[config.mk]
export PLATFORM = sky130hd
export DESIGN_NAME = i2c_master_start_tx_sequencer
export DESIGN_NICKNAME = d
export VERILOG_FILES = /design/src/bit_period_counter.v /design/src/i2c_master_start_tx_sequencer.v
export VERILOG_INCLUDE_DIRS = /design/src /design/src/src
export SDC_FILE = /design/constraint.sdc
export NUM_CORES = 1
export LEC_CHECK = 0
export ABC_AREA = 1
export ABC_CLOCK_PERIOD_IN_PS = 1700
export BUFFER_PORTS_ARGS = -buffer_cell sky130_fd_sc_hd__clkbuf_2
export CAP_MARGIN = 20
export CORE_AREA = 2 2 83 116
export DETAILED_ROUTE_END_ITERATION = 12
export DIE_AREA = 0 0 85 118
export PLACE_DENSITY = 0.76
export SETUP_SLACK_MARGIN = 0.05
export SLEW_MARGIN = 25
export SYNTH_ARGS = -nofsm -noshare
export SYNTH_HDL_FRONTEND = slang
export SYNTH_SLANG_ARGS = --single-unit
[constraint.sdc]
create_clock -name pclk -period 1.7 [get_ports pclk]
set_input_delay 0.34 -clock pclk [delete_from_list [all_inputs] [get_ports pclk]]
set_output_delay 0.34 -clock pclk [all_outputs]
set_load 0.01 [all_outputs]
[src/i2c_seq_consts.vh]
// Purpose: Shared constants of the two-wire start/transmit sequencer.
// Assumes: APB register byte addresses, 32-bit data.
// Notes:   Included by bare name.
`ifndef I2C_SEQ_CONSTS_VH
`define I2C_SEQ_CONSTS_VH

// Register byte offsets
`define OFS_CTRL2       8'h00
`define OFS_STATUS      8'h04
`define OFS_FLAGS       8'h08
`define OFS_HOLD_BUF    8'h0C
`define OFS_DIVIDER     8'h10

// control_reg_two fields
`define C2_START        0
`define C2_RESTART      1
`define C2_STOP         2
`define C2_ACK_RECEIVED_STATUS      6
`define C2_REQ_MASK     8'h1F

// status_reg fields
`define ST_BUF_FULL     0
`define ST_START_SEEN   3

// Flag register fields, write one to clear
`define FL_EVENT        0
`define FL_BUS_COLL     1
`define FL_WR_COLL      2

// Reset value and bits per byte
`define DIVIDER_RESET   8'h00
`define BITS_PER_BYTE   4'h8

`endif

[src/bit_period_counter.v]
// Purpose: Reloadable down-counter that times one bit period.
// Assumes: Load arms the counter; counting only while run is high.
// Notes:   Timeout is a one-cycle pulse; counter then stays suspended.
`timescale 1ns/1ps
`include "i2c_seq_consts.vh"

module bit_period_counter (
    // Clock and reset
    input  wire       pclk,
    input  wire       presetn,
    // Control
    input  wire       load,
    input  wire       run,
    input  wire [7:0] reload,
    // Result
    output reg        timeout
);

reg [7:0] cnt_q;
reg       armed_q;

always @(posedge pclk or negedge presetn) begin
    if (!presetn) begin
        cnt_q   <= 8'h00;
        armed_q <= 1'b0;
        timeout <= 1'b0;
    end else begin
        timeout <= 1'b0;
        if (load) begin
            cnt_q   <= reload;
            armed_q <= 1'b1;
        end else if (run && armed_q) begin
            if (cnt_q == 8'h00) begin
                timeout <= 1'b1;
                armed_q <= 1'b0;
            end else begin
                cnt_q <= cnt_q - 8'h01;
            end
        end
    end
end

endmodule

[src/i2c_master_start_tx_sequencer.v]
// Purpose: Controller-side Start, Repeated Start and byte transmit logic.
// Assumes: APB slave, one wait state per access; pins synchronous to pclk.
// Notes:   Lines are only pulled low or released, never driven high.
//
// Functional notes
// - Buffer write while busy sets write collision, buffer kept.
// - Request bit writes ignored while a Start is in progress.
// - Start request with both lines high reloads counter and counts.
// - First timeout with both lines high pulls SDA low, flags start.
// - Reload, next timeout clears start request, holds SDA low.
// - Lines low at begin, or SCL low early, is a bus collision.
// - Restart request only accepted while the sequencer is idle.
// - Restart pulls SCL low, then releases SDA for one bit period.
// - Restart releases SCL, both high, SDA low, SCL low, done.
// - Restart sets start seen as SDA is pulled low, event one timeout later.
// - Restart collision: SDA low at SCL rise, or SCL falls early.
// - Buffer write sets buffer full, starts counter and shifting.
// - Bits change after SCL falls; SCL low then high one period each.
// - SDA valid before SCL release and stable while SCL high.
// - After eighth clock fall, clear buffer full and release SDA.
// - Ninth bit sampled into ack status: zero ack, one no ack.
// - After ninth clock: event flag, counter stopped, SCL held low.
// - Address byte shifted most significant bit first, eight bits.
// - Start, address, data bytes, each completion raises the event.
// - Released SCL suspends counter until SCL sampled high, reload.
//
// Design decisions made here: the placing of the registers and the APB register port.
`timescale 1ns/1ps
`include "i2c_seq_consts.vh"

module i2c_master_start_tx_sequencer (
    // Clock and reset
    input  wire        pclk,
    input  wire        presetn,
    // APB slave
    input  wire        psel,
    input  wire        penable,
    input  wire        pwrite,
    input  wire [7:0]  paddr,
    input  wire [31:0] pwdata,
    output reg  [31:0] prdata,
    output reg         pready,
    output reg         pslverr,
    // Bus lines
    input  wire        scl_i,
    output reg         scl_o,
    output reg         scl_oe,
    input  wire        sda_i,
    output reg         sda_o,
    output reg         sda_oe
);

////////////////////////////////////////////////////////////////////////////
// States
localparam [10:0] S_IDLE = 11'h001;
localparam [10:0] S_STW  = 11'h002;
localparam [10:0] S_STH  = 11'h004;
localparam [10:0] S_RLO  = 11'h008;
localparam [10:0] S_RSH  = 11'h010;
localparam [10:0] S_RREL = 11'h020;
localparam [10:0] S_RBH  = 11'h040;
localparam [10:0] S_RSL  = 11'h080;
localparam [10:0] S_TLO  = 11'h100;
localparam [10:0] S_TREL = 11'h200;
localparam [10:0] S_THI  = 11'h400;

reg [10:0] state_q;
reg        start_q;
reg        restart_q;
reg        stop_q;
reg        ack_received_status_q;
reg        buf_full_q;
reg        start_seen_q;
reg        event_q;
reg        bus_coll_q;
reg        wr_coll_q;
reg [7:0]  hold_buf_q;
reg [7:0]  divider_q;
reg [7:0]  shift_q;
reg [3:0]  bitcnt_q;
reg        pend_q;
reg        load_q;

wire       tmo;
wire       acc     = psel && penable && pready;
wire       wr      = acc && pwrite;
wire       wr_c2   = wr && (paddr == `OFS_CTRL2);
wire       wr_fl   = wr && (paddr == `OFS_FLAGS);
wire       wr_buf  = wr && (paddr == `OFS_HOLD_BUF);
wire       wr_div  = wr && (paddr == `OFS_DIVIDER);
wire       idle    = (state_q == S_IDLE) && !start_q && !restart_q;
wire       run     = (state_q == S_STW) || (state_q == S_STH) ||
                     (state_q == S_RSH) || (state_q == S_RBH) ||
                     (state_q == S_RSL) || (state_q == S_TLO) ||
                     (state_q == S_THI);

function is_mapped;
    input [7:0] a;
    begin
        is_mapped = (a == `OFS_CTRL2) || (a == `OFS_STATUS) ||
                    (a == `OFS_FLAGS) || (a == `OFS_HOLD_BUF) ||
                    (a == `OFS_DIVIDER);
    end
endfunction

////////////////////////////////////////////////////////////////////////////
// Bit period timing
bit_period_counter u_bpc (
    .pclk    (pclk),
    .presetn (presetn),
    .load    (load_q),
    .run     (run),
    .reload  (divider_q),
    .timeout (tmo)
);

////////////////////////////////////////////////////////////////////////////
// APB answer: one wait state, registered read data
always @(posedge pclk or negedge presetn) begin
    if (!presetn) begin
        pready  <= 1'b0;
        pslverr <= 1'b0;
        prdata  <= 32'h0000_0000;
    end else begin
        if (psel && penable && !pready) begin
            pready  <= 1'b1;
            pslverr <= !is_mapped(paddr);
            prdata  <= 32'h0000_0000;
            case (paddr)
            `OFS_CTRL2: begin
                prdata[`C2_START]   <= start_q;
                prdata[`C2_RESTART] <= restart_q;
                prdata[`C2_STOP]    <= stop_q;
                prdata[`C2_ACK_RECEIVED_STATUS] <= ack_received_status_q;
            end
            `OFS_STATUS: begin
                prdata[`ST_BUF_FULL]   <= buf_full_q;
                prdata[`ST_START_SEEN] <= start_seen_q;
            end
            `OFS_FLAGS: begin
                prdata[`FL_EVENT]    <= event_q;
                prdata[`FL_BUS_COLL] <= bus_coll_q;
                prdata[`FL_WR_COLL]  <= wr_coll_q;
            end
            `OFS_HOLD_BUF: prdata[7:0] <= hold_buf_q;
            `OFS_DIVIDER:  prdata[7:0] <= divider_q;
            default:       prdata <= 32'h0000_0000;
            endcase
        end else begin
            pready  <= 1'b0;
            pslverr <= 1'b0;
        end
    end
end

////////////////////////////////////////////////////////////////////////////
// Sequencer
always @(posedge pclk or negedge presetn) begin
    if (!presetn) begin
        state_q      <= S_IDLE;
        start_q      <= 1'b0;
        restart_q    <= 1'b0;
        stop_q       <= 1'b0;
        ack_received_status_q    <= 1'b0;
        buf_full_q   <= 1'b0;
        start_seen_q <= 1'b0;
        event_q      <= 1'b0;
        bus_coll_q   <= 1'b0;
        wr_coll_q    <= 1'b0;
        hold_buf_q   <= 8'h00;
        divider_q    <= `DIVIDER_RESET;
        shift_q      <= 8'h00;
        bitcnt_q     <= 4'h0;
        pend_q       <= 1'b0;
        load_q       <= 1'b0;
        scl_o        <= 1'b0;
        sda_o        <= 1'b0;
        scl_oe       <= 1'b0;
        sda_oe       <= 1'b0;
    end else begin
        load_q <= 1'b0;
        scl_o  <= 1'b0;
        sda_o  <= 1'b0;
        if (wr_div)
            divider_q <= pwdata[7:0];
        // Flags: software clear first, hardware set below wins
        if (wr_fl) begin
            if (pwdata[`FL_EVENT])    event_q    <= 1'b0;
            if (pwdata[`FL_BUS_COLL]) bus_coll_q <= 1'b0;
            if (pwdata[`FL_WR_COLL])  wr_coll_q  <= 1'b0;
        end
        if (wr_c2 && !start_q) begin
            stop_q <= pwdata[`C2_STOP];
            if (pwdata[`C2_START] && idle)
                start_q <= 1'b1;
            if (pwdata[`C2_RESTART] && idle)
                restart_q <= 1'b1;
        end
        if (wr_buf) begin
            if (!idle || stop_q) begin
                wr_coll_q <= 1'b1;
            end else begin
                hold_buf_q <= pwdata[7:0];
                shift_q    <= pwdata[7:0];
                buf_full_q <= 1'b1;
                bitcnt_q   <= 4'h0;
                pend_q     <= 1'b1;
                scl_oe     <= 1'b1;
                load_q     <= 1'b1;
                state_q    <= S_TLO;
            end
        end
        case (state_q)
        S_IDLE: begin
            if (start_q) begin
                if (!scl_i && !sda_i) begin
                    bus_coll_q <= 1'b1;
                    start_q    <= 1'b0;
                end else if (scl_i && sda_i) begin
                    load_q  <= 1'b1;
                    state_q <= S_STW;
                end
            end else if (restart_q) begin
                scl_oe  <= 1'b1;
                state_q <= S_RLO;
            end
        end
        S_STW: begin
            if (!scl_i) begin
                bus_coll_q <= 1'b1;
                start_q    <= 1'b0;
                scl_oe     <= 1'b0;
                sda_oe     <= 1'b0;
                state_q    <= S_IDLE;
            end else if (tmo) begin
                if (sda_i) begin
                    sda_oe       <= 1'b1;
                    start_seen_q <= 1'b1;
                    load_q       <= 1'b1;
                    state_q      <= S_STH;
                end else begin
                    bus_coll_q <= 1'b1;
                    start_q    <= 1'b0;
                    state_q    <= S_IDLE;
                end
            end
        end
        S_STH: begin
            if (tmo) begin
                start_q <= 1'b0;
                event_q <= 1'b1;
                state_q <= S_IDLE;
            end
        end
        S_RLO: begin
            if (!scl_i) begin
                sda_oe  <= 1'b0;
                load_q  <= 1'b1;
                state_q <= S_RSH;
            end
        end
        S_RSH: begin
            if (tmo) begin
                if (sda_i) begin
                    scl_oe  <= 1'b0;
                    state_q <= S_RREL;
                end else begin
                    bus_coll_q <= 1'b1;
                    restart_q  <= 1'b0;
                    scl_oe     <= 1'b0;
                    state_q    <= S_IDLE;
                end
            end
        end
        S_RREL: begin
            if (scl_i) begin
                if (!sda_i) begin
                    bus_coll_q <= 1'b1;
                    restart_q  <= 1'b0;
                    state_q    <= S_IDLE;
                end else begin
                    load_q  <= 1'b1;
                    state_q <= S_RBH;
                end
            end
        end
        S_RBH: begin
            if (!scl_i) begin
                bus_coll_q <= 1'b1;
                restart_q  <= 1'b0;
                state_q    <= S_IDLE;
            end else if (tmo) begin
                sda_oe       <= 1'b1;
                start_seen_q <= 1'b1;
                load_q       <= 1'b1;
                state_q      <= S_RSL;
            end
        end
        S_RSL: begin
            if (tmo) begin
                scl_oe    <= 1'b1;
                restart_q <= 1'b0;
                event_q   <= 1'b1;
                state_q   <= S_IDLE;
            end
        end
        S_TLO: begin
            // Data changes only once SCL is seen low
            if (pend_q && !scl_i) begin
                pend_q <= 1'b0;
                if (bitcnt_q == `BITS_PER_BYTE) begin
                    sda_oe     <= 1'b0;
                    buf_full_q <= 1'b0;
                end else begin
                    sda_oe  <= !shift_q[7];
                    shift_q <= {shift_q[6:0], 1'b0};
                end
            end
            if (tmo) begin
                scl_oe  <= 1'b0;
                state_q <= S_TREL;
            end
        end
        S_TREL: begin
            if (scl_i) begin
                load_q  <= 1'b1;
                state_q <= S_THI;
            end
        end
        S_THI: begin
            if (tmo) begin
                scl_oe <= 1'b1;
                if (bitcnt_q == `BITS_PER_BYTE) begin
                    ack_received_status_q <= sda_i;
                    event_q   <= 1'b1;
                    state_q   <= S_IDLE;
                end else begin
                    bitcnt_q <= bitcnt_q + 4'h1;
                    pend_q   <= 1'b1;
                    load_q   <= 1'b1;
                    state_q  <= S_TLO;
                end
            end
        end
        default: state_q <= S_IDLE;
        endcase
    end
end

endmodule

[Word-level counts from Yosys, hierarchy flattened]
Cells that the tools add are included.
Storage, ports and cells
  register bits after elaboration: 72
  input bits: 47
  output and inout bits: 38
  word-level logic and storage cells: 236
Operators by class
  $add $sub $neg: 2
  eq/ne operators: 26
  muxes and demuxes: 132
  bitwise logic cells: 1
  reductions and logical operators: 51
Operators by type and width (number)
  $mux W11: 17
  $pmux W11 S10: 1
  $mux W1: 82
  $mux W8: 8
  $mux W4: 5
  $logic_and A1 B1 Y1: 17
  $eq A8 B4 Y1 const B: 2
  $logic_not A8 Y1: 2
  $pmux W1 S4: 3
  $eq A11 B1 Y1 const B: 1
  $eq A11 B10 Y1 const B: 1
  $eq A11 B11 Y1 const B: 1
  $eq A11 B2 Y1 const B: 1
  $eq A11 B3 Y1 const B: 1
  $eq A11 B4 Y1 const B: 1
  $eq A11 B5 Y1 const B: 1
  $eq A11 B6 Y1 const B: 1
  $eq A11 B7 Y1 const B: 1
  $eq A11 B8 Y1 const B: 1
  $eq A11 B9 Y1 const B: 1
  $logic_or A1 B1 Y1: 11
  $ne A2 B2 Y1 const B: 5
  $pmux W1 S5: 2
  $mux W9: 1
  other kinds (25): 45

[Depth between registers and ports, before layout]
  depth in word-level cells: 11
  gate-level depth with buffers: 13
  depth with buffers taken out: 12

[By module]
Synthesis repeated with hierarchy kept, for this count alone.
Second synthesis, totals
  cell total of the unflattened synthesis: 628
  area, all modules: 4586.9 um2
By module, submodules not included
  i2c_master_start_tx_sequencer: times used 1, cells each 531, area each 3843.7 um2, sequential area each 1552.7 um2
  bit_period_counter: times used 1, cells each 97, area each 743.2 um2, sequential area each 250.2 um2

[Worst setup path before layout]
OpenSTA, ideal clock, no wires.
  path type: register to register
  from: register state_q[0]
  to: register state_q[8]
  library setup time: 123 ps
  arrival: 1504 ps
  data required time: 1577 ps
  slack: 74 ps
  stages on the path, launching flop included: 11
  buffers on the path: 1
  clock period less this slack: 1626 ps
  cell sequence: dfstp_2 -> nor2_1 -> nand2_1 -> nor2_4 -> nand2_2 -> buf_6 -> nand3_1 -> o21ai_1 -> nand3_1 -> nand2_1 -> nand2_1
Between the ends
  cells in the longest elaborated chain, start to end: 11
  elaborated cells on any way between the ends: 34
RTL lines
  start, declared: line i2c_master_start_tx_sequencer.v:67  | reg [10:0] state_q;
  start signal, assigned: line i2c_master_start_tx_sequencer.v:160  | state_q <= S_IDLE;
  start signal, assigned: line i2c_master_start_tx_sequencer.v:210  | state_q <= S_TLO;
  start signal, assigned: line i2c_master_start_tx_sequencer.v:221  | state_q <= S_STW;
  $eq A11 B1 Y1: line i2c_master_start_tx_sequencer.v:91, i2c_master_start_tx_sequencer.v:213
  $logic_and A1 B1 Y1 (2 in series): line i2c_master_start_tx_sequencer.v:91  | wire idle = (state_q == S_IDLE) && !start_q && !restart_q;
  $logic_not A1 Y1: line i2c_master_start_tx_sequencer.v:200  | if (!idle || stop_q) begin
  $logic_or A1 B1 Y1: line i2c_master_start_tx_sequencer.v:200
  $mux W11: line i2c_master_start_tx_sequencer.v:200
  $mux W11: line i2c_master_start_tx_sequencer.v:199  | if (wr_buf) begin
  $mux W11: line i2c_master_start_tx_sequencer.v:219  | end else if (scl_i && sda_i) begin
  $mux W11: line i2c_master_start_tx_sequencer.v:216  | if (!scl_i && !sda_i) begin
  $mux W11: line i2c_master_start_tx_sequencer.v:215  | if (start_q) begin
  $pmux W11 S10 (*): line i2c_master_start_tx_sequencer.v:213  | case (state_q)
Mark *: on every way between the ends. The rest lies on a longest branch, timed or not.
A chain may end at the register's enable or synchronous reset.

[Worst setup path in the final report]
  from: register state_q[6]
  to: register state_q[5]
The elaborated chain is that of the path after synthesis.

==> summary by stage <==
Logic synthesis
Summing every instance area after synthesis gives 4480 um2. For this run, the register share of the synthesized area comes to 0.402. After synthesis, the mean cell area works out to 7.09 um2. The dominant synthesized flop cell is dfrtp_1. The total number of yosys warnings is 0. Counting every instance in the synthesized netlist gives between 600 and 700. By instance count, the leading cell after synthesis is nand2_1.

For this run, asynchronously set or reset flops after synthesis account for 1.00. The synthesized design contains 72 register bits. The top-area cell type share of the netlist area is 0.396. The commonest cells after synthesis are 164 x nand2_1, 92 x inv_1, 71 x dfrtp_1.

The number of distinct library cells after synthesis is 42. Sorting the synthesized cells by area gives the leading types as dfrtp_1 40%, nand2_1 14%, inv_1 7.7%. The count of flip-flops with a built-in enable after synthesis is 0.

The cell taking the most area after synthesis is dfrtp_1.

Finish
In the final layout, the share of cells above drive strength 1 is 0.315. Once layout is complete, the cells apart from fillers number about 880. The final layout contains around 810 nets. The repair_antennas step left the layout with diodes totalling 0. With fillers left out, the area of the finished cells amounts to 6140 um2. The layout overhead on the synthesized area is 37.0%. The post-route core utilization is 0.684.

Clock tree
Counting every sink on the clock net gives 72. No sink is reached through more buffers than the 2 on the longest clock path. The root buffer cell chosen for the clock tree is clkbuf_16. Clock latency on the worst-skew pair, taken at its later pin, is 340 ps. After clock tree synthesis, the clock-pin slew on the worst setup and hold paths is 60 ps. TritonCTS built the clock tree. The hold buffer count at cts is 0.

Buffers inserted during clock tree synthesis total 9. The maximum level of the CTS H-tree is 3.

Critical path
The worst-path maximum fanout is 6. The required time reported for the critical path endpoint is between 1500 and 2000 ps. STA classifies the critical path endpoint as a flop. The critical path launch point type is a flop. For the worst setup path, the data arrival time is 2070 ps.

The classification of the worst setup path is reg2reg.

Timing
The clock period minus worst slack is approximately 1800 ps. The number of failing setup endpoints in the final timing report is 24. The final count of pins violating max slew is 0.

The summed negative setup slack over all endpoints is -853 ps. Setup repair after global routing could not meet its margin everywhere. On the final layout, the worst hold slack is 24.6 ps. The final-report hold violation count was 0.

The minimum setup slack in the final design is -106 ps. In the finished design, the share of the clock period the worst path needs comes to 1.06. For this run, the top clock speed supported by timing is 0.554 GHz. The setup skew after layout is a little under 6 ps.

Global routing
The initial antenna violation count is 0. The via count of the first global-routing pass is 4,527. The first-pass GRT wire length is between 20 and 25 mm. Entering global routing, the biggest net connects 73 pins. For this run the aggregate overflow at the end of global routing stands at 0. Across every metal layer, demand over resource in global routing totals 0.267.

Drt
The number of DRC markers in iteration 0 is 289. After detailed routing, the number of remaining DRC violations is 0. The post-detailed-route count of antenna-violating nets is 0. For this block, the via count after detailed routing is 4,627. The via density per instance is between 5 and 6. For this run, the detailed router's first-pass iteration total came to 5. The total wire length is 13.5 mm.

The average routed wire per standard cell is 15.4 um.

Status
The flow ran to the end, but the final reports show violations. The checks that failed: setup timing.

Placement
The post-detailed-placement cell area is between 5000 and 6000 um2. Detailed placement finished with a half-perimeter wire length of 9.54 mm. The count of input and output buffers is 34. The cell count after placement is 838. At the end of routability-driven placement, the weighted congestion stood at 0.962. OpenSTA, run right after detailed placement, puts the worst setup slack at -130 ps.

Floorplan
The core region is 8980 um2. The boundary pin count is 85. For this configuration, the core starts out at a cell density of 0.499. The die area is 10,000 um2. The width of the die is 85 um. The site row count is 41. The die height is 118 um.

Flow run
The tool flagged a number of max-cap violations equal to 0.

Worst hold path
The class of the tightest hold or removal check is in2async.

Power and ir drop
The maximum resistive drop on vdd is 887 uV. The completed layout was analyzed and its total power is 6.57 mW. The total power per unit cell area is 1070 nW/um2.

The analysis attributes to cell leakage a power of 3.46 nW.
[cells in the final DEF (no fill, tap or decap), types with 16 or more instances in the layout]
master    instances
nor2_1           49
nand2_2          17
nand2_1         142
nand2_4          16
o21ai_0          37
dfrtp_1          70
clkbuf_2         33
inv_1            86
buf_4            78
nand3_1          46
conb_1           26
[sequential cells by signal (all words and copies together), names as in the netlist, 4 cells and up]
| register | cells |
|---|---|
| state_q | 11 |
| prdata | 8 |
| divider_q | 8 |
| u_bpc.cnt_q | 8 |
| shift_q | 8 |
| bitcnt_q | 4 |
| hold_buf_q | 8 |
[report_power, final]
part	switching [mW]	internal [mW]	total [mW]	leakage, nW
Combinational	1.50	1.01	2.51	2.43
Sequential	0.180	1.93	2.11	0.884
Clock	0.750	1.21	1.96	0.148
[cell families (layout without fill, tap and decap cells)]
| logic type | count (synthesis) | in the layout | share of synthesized area |
|---|---|---|---|
| AO/OA/AOI/OAI | 94 | 94 | 0.116 |
| XOR/XNOR | 3 | 3 | 0.00586 |
| adder cells (fa/ha/maj) | 3 | 3 | 0.00837 |
| buffers and inverters | 133 | 242 | 0.137 |
| flip-flops | 72 | 72 | 0.402 |
| multiplexers | 1 | 1 | 0.00251 |
| other | 1 | 26 | 0.000836 |
| AND/OR/NAND/NOR | 325 | 327 | 0.327 |
[what timing repair did]
| item | in CTS | in global routing |
|---|---|---|
| buffers inserted | 7 | 12 |
| gates resized for setup | 35 | 96 |
| cloned | 2 | 1 |
| setup endpoints to repair | 36 | 47 |
| pin swaps | 11 | 26 |
[final cells by class]
type	instances	area [um2]
fill	718	2830
multi-input combinational	454	2530
sequential	72	1800
timing repair buffer	131	1000
inverter	95	362
clock buffer	11	253
tap	107	134
clock inverter	5	55.1
[metal layers]
| metal | part of all wire | vias to the layer above | GRT usage |
|---|---|---|---|
| li1 | - | 2245 | - |
| met1 | 0.36 | 2155 | 0.294 |
| met2 | 0.53 | 167 | 0.468 |
| met3 | 0.048 | 60 | 0.0470 |
| met4 | 0.066 | 0 | 0.158 |
| met5 | 0 | - | 0 |
[path summary, 6_finish.rpt]
kind,from,to,slack (ps),cells after the start
max,state_q[6],state_q[5],-110,8
min,presetn,prdata[2],20,2
max reg2reg,state_q[6],state_q[5],-110,8
min reg2reg,hold_buf_q[6],hold_buf_q[6],470,2
max in group asynchronous,presetn,state_q[0],1340,2
min in group pclk,pwdata[0],hold_buf_q[0],260,3
[critical path, stage by stage (launching register included)]
cell and delay [ps]:
dfrtp_1 410, nor2_4 150, nand2_4 100, nor2_8 230
buf_4 150, nand4_1 240, nand3_1 220, nor2_1 70
a21oi_2 140
Note: power is estimated with default switching activity, not from simulation.
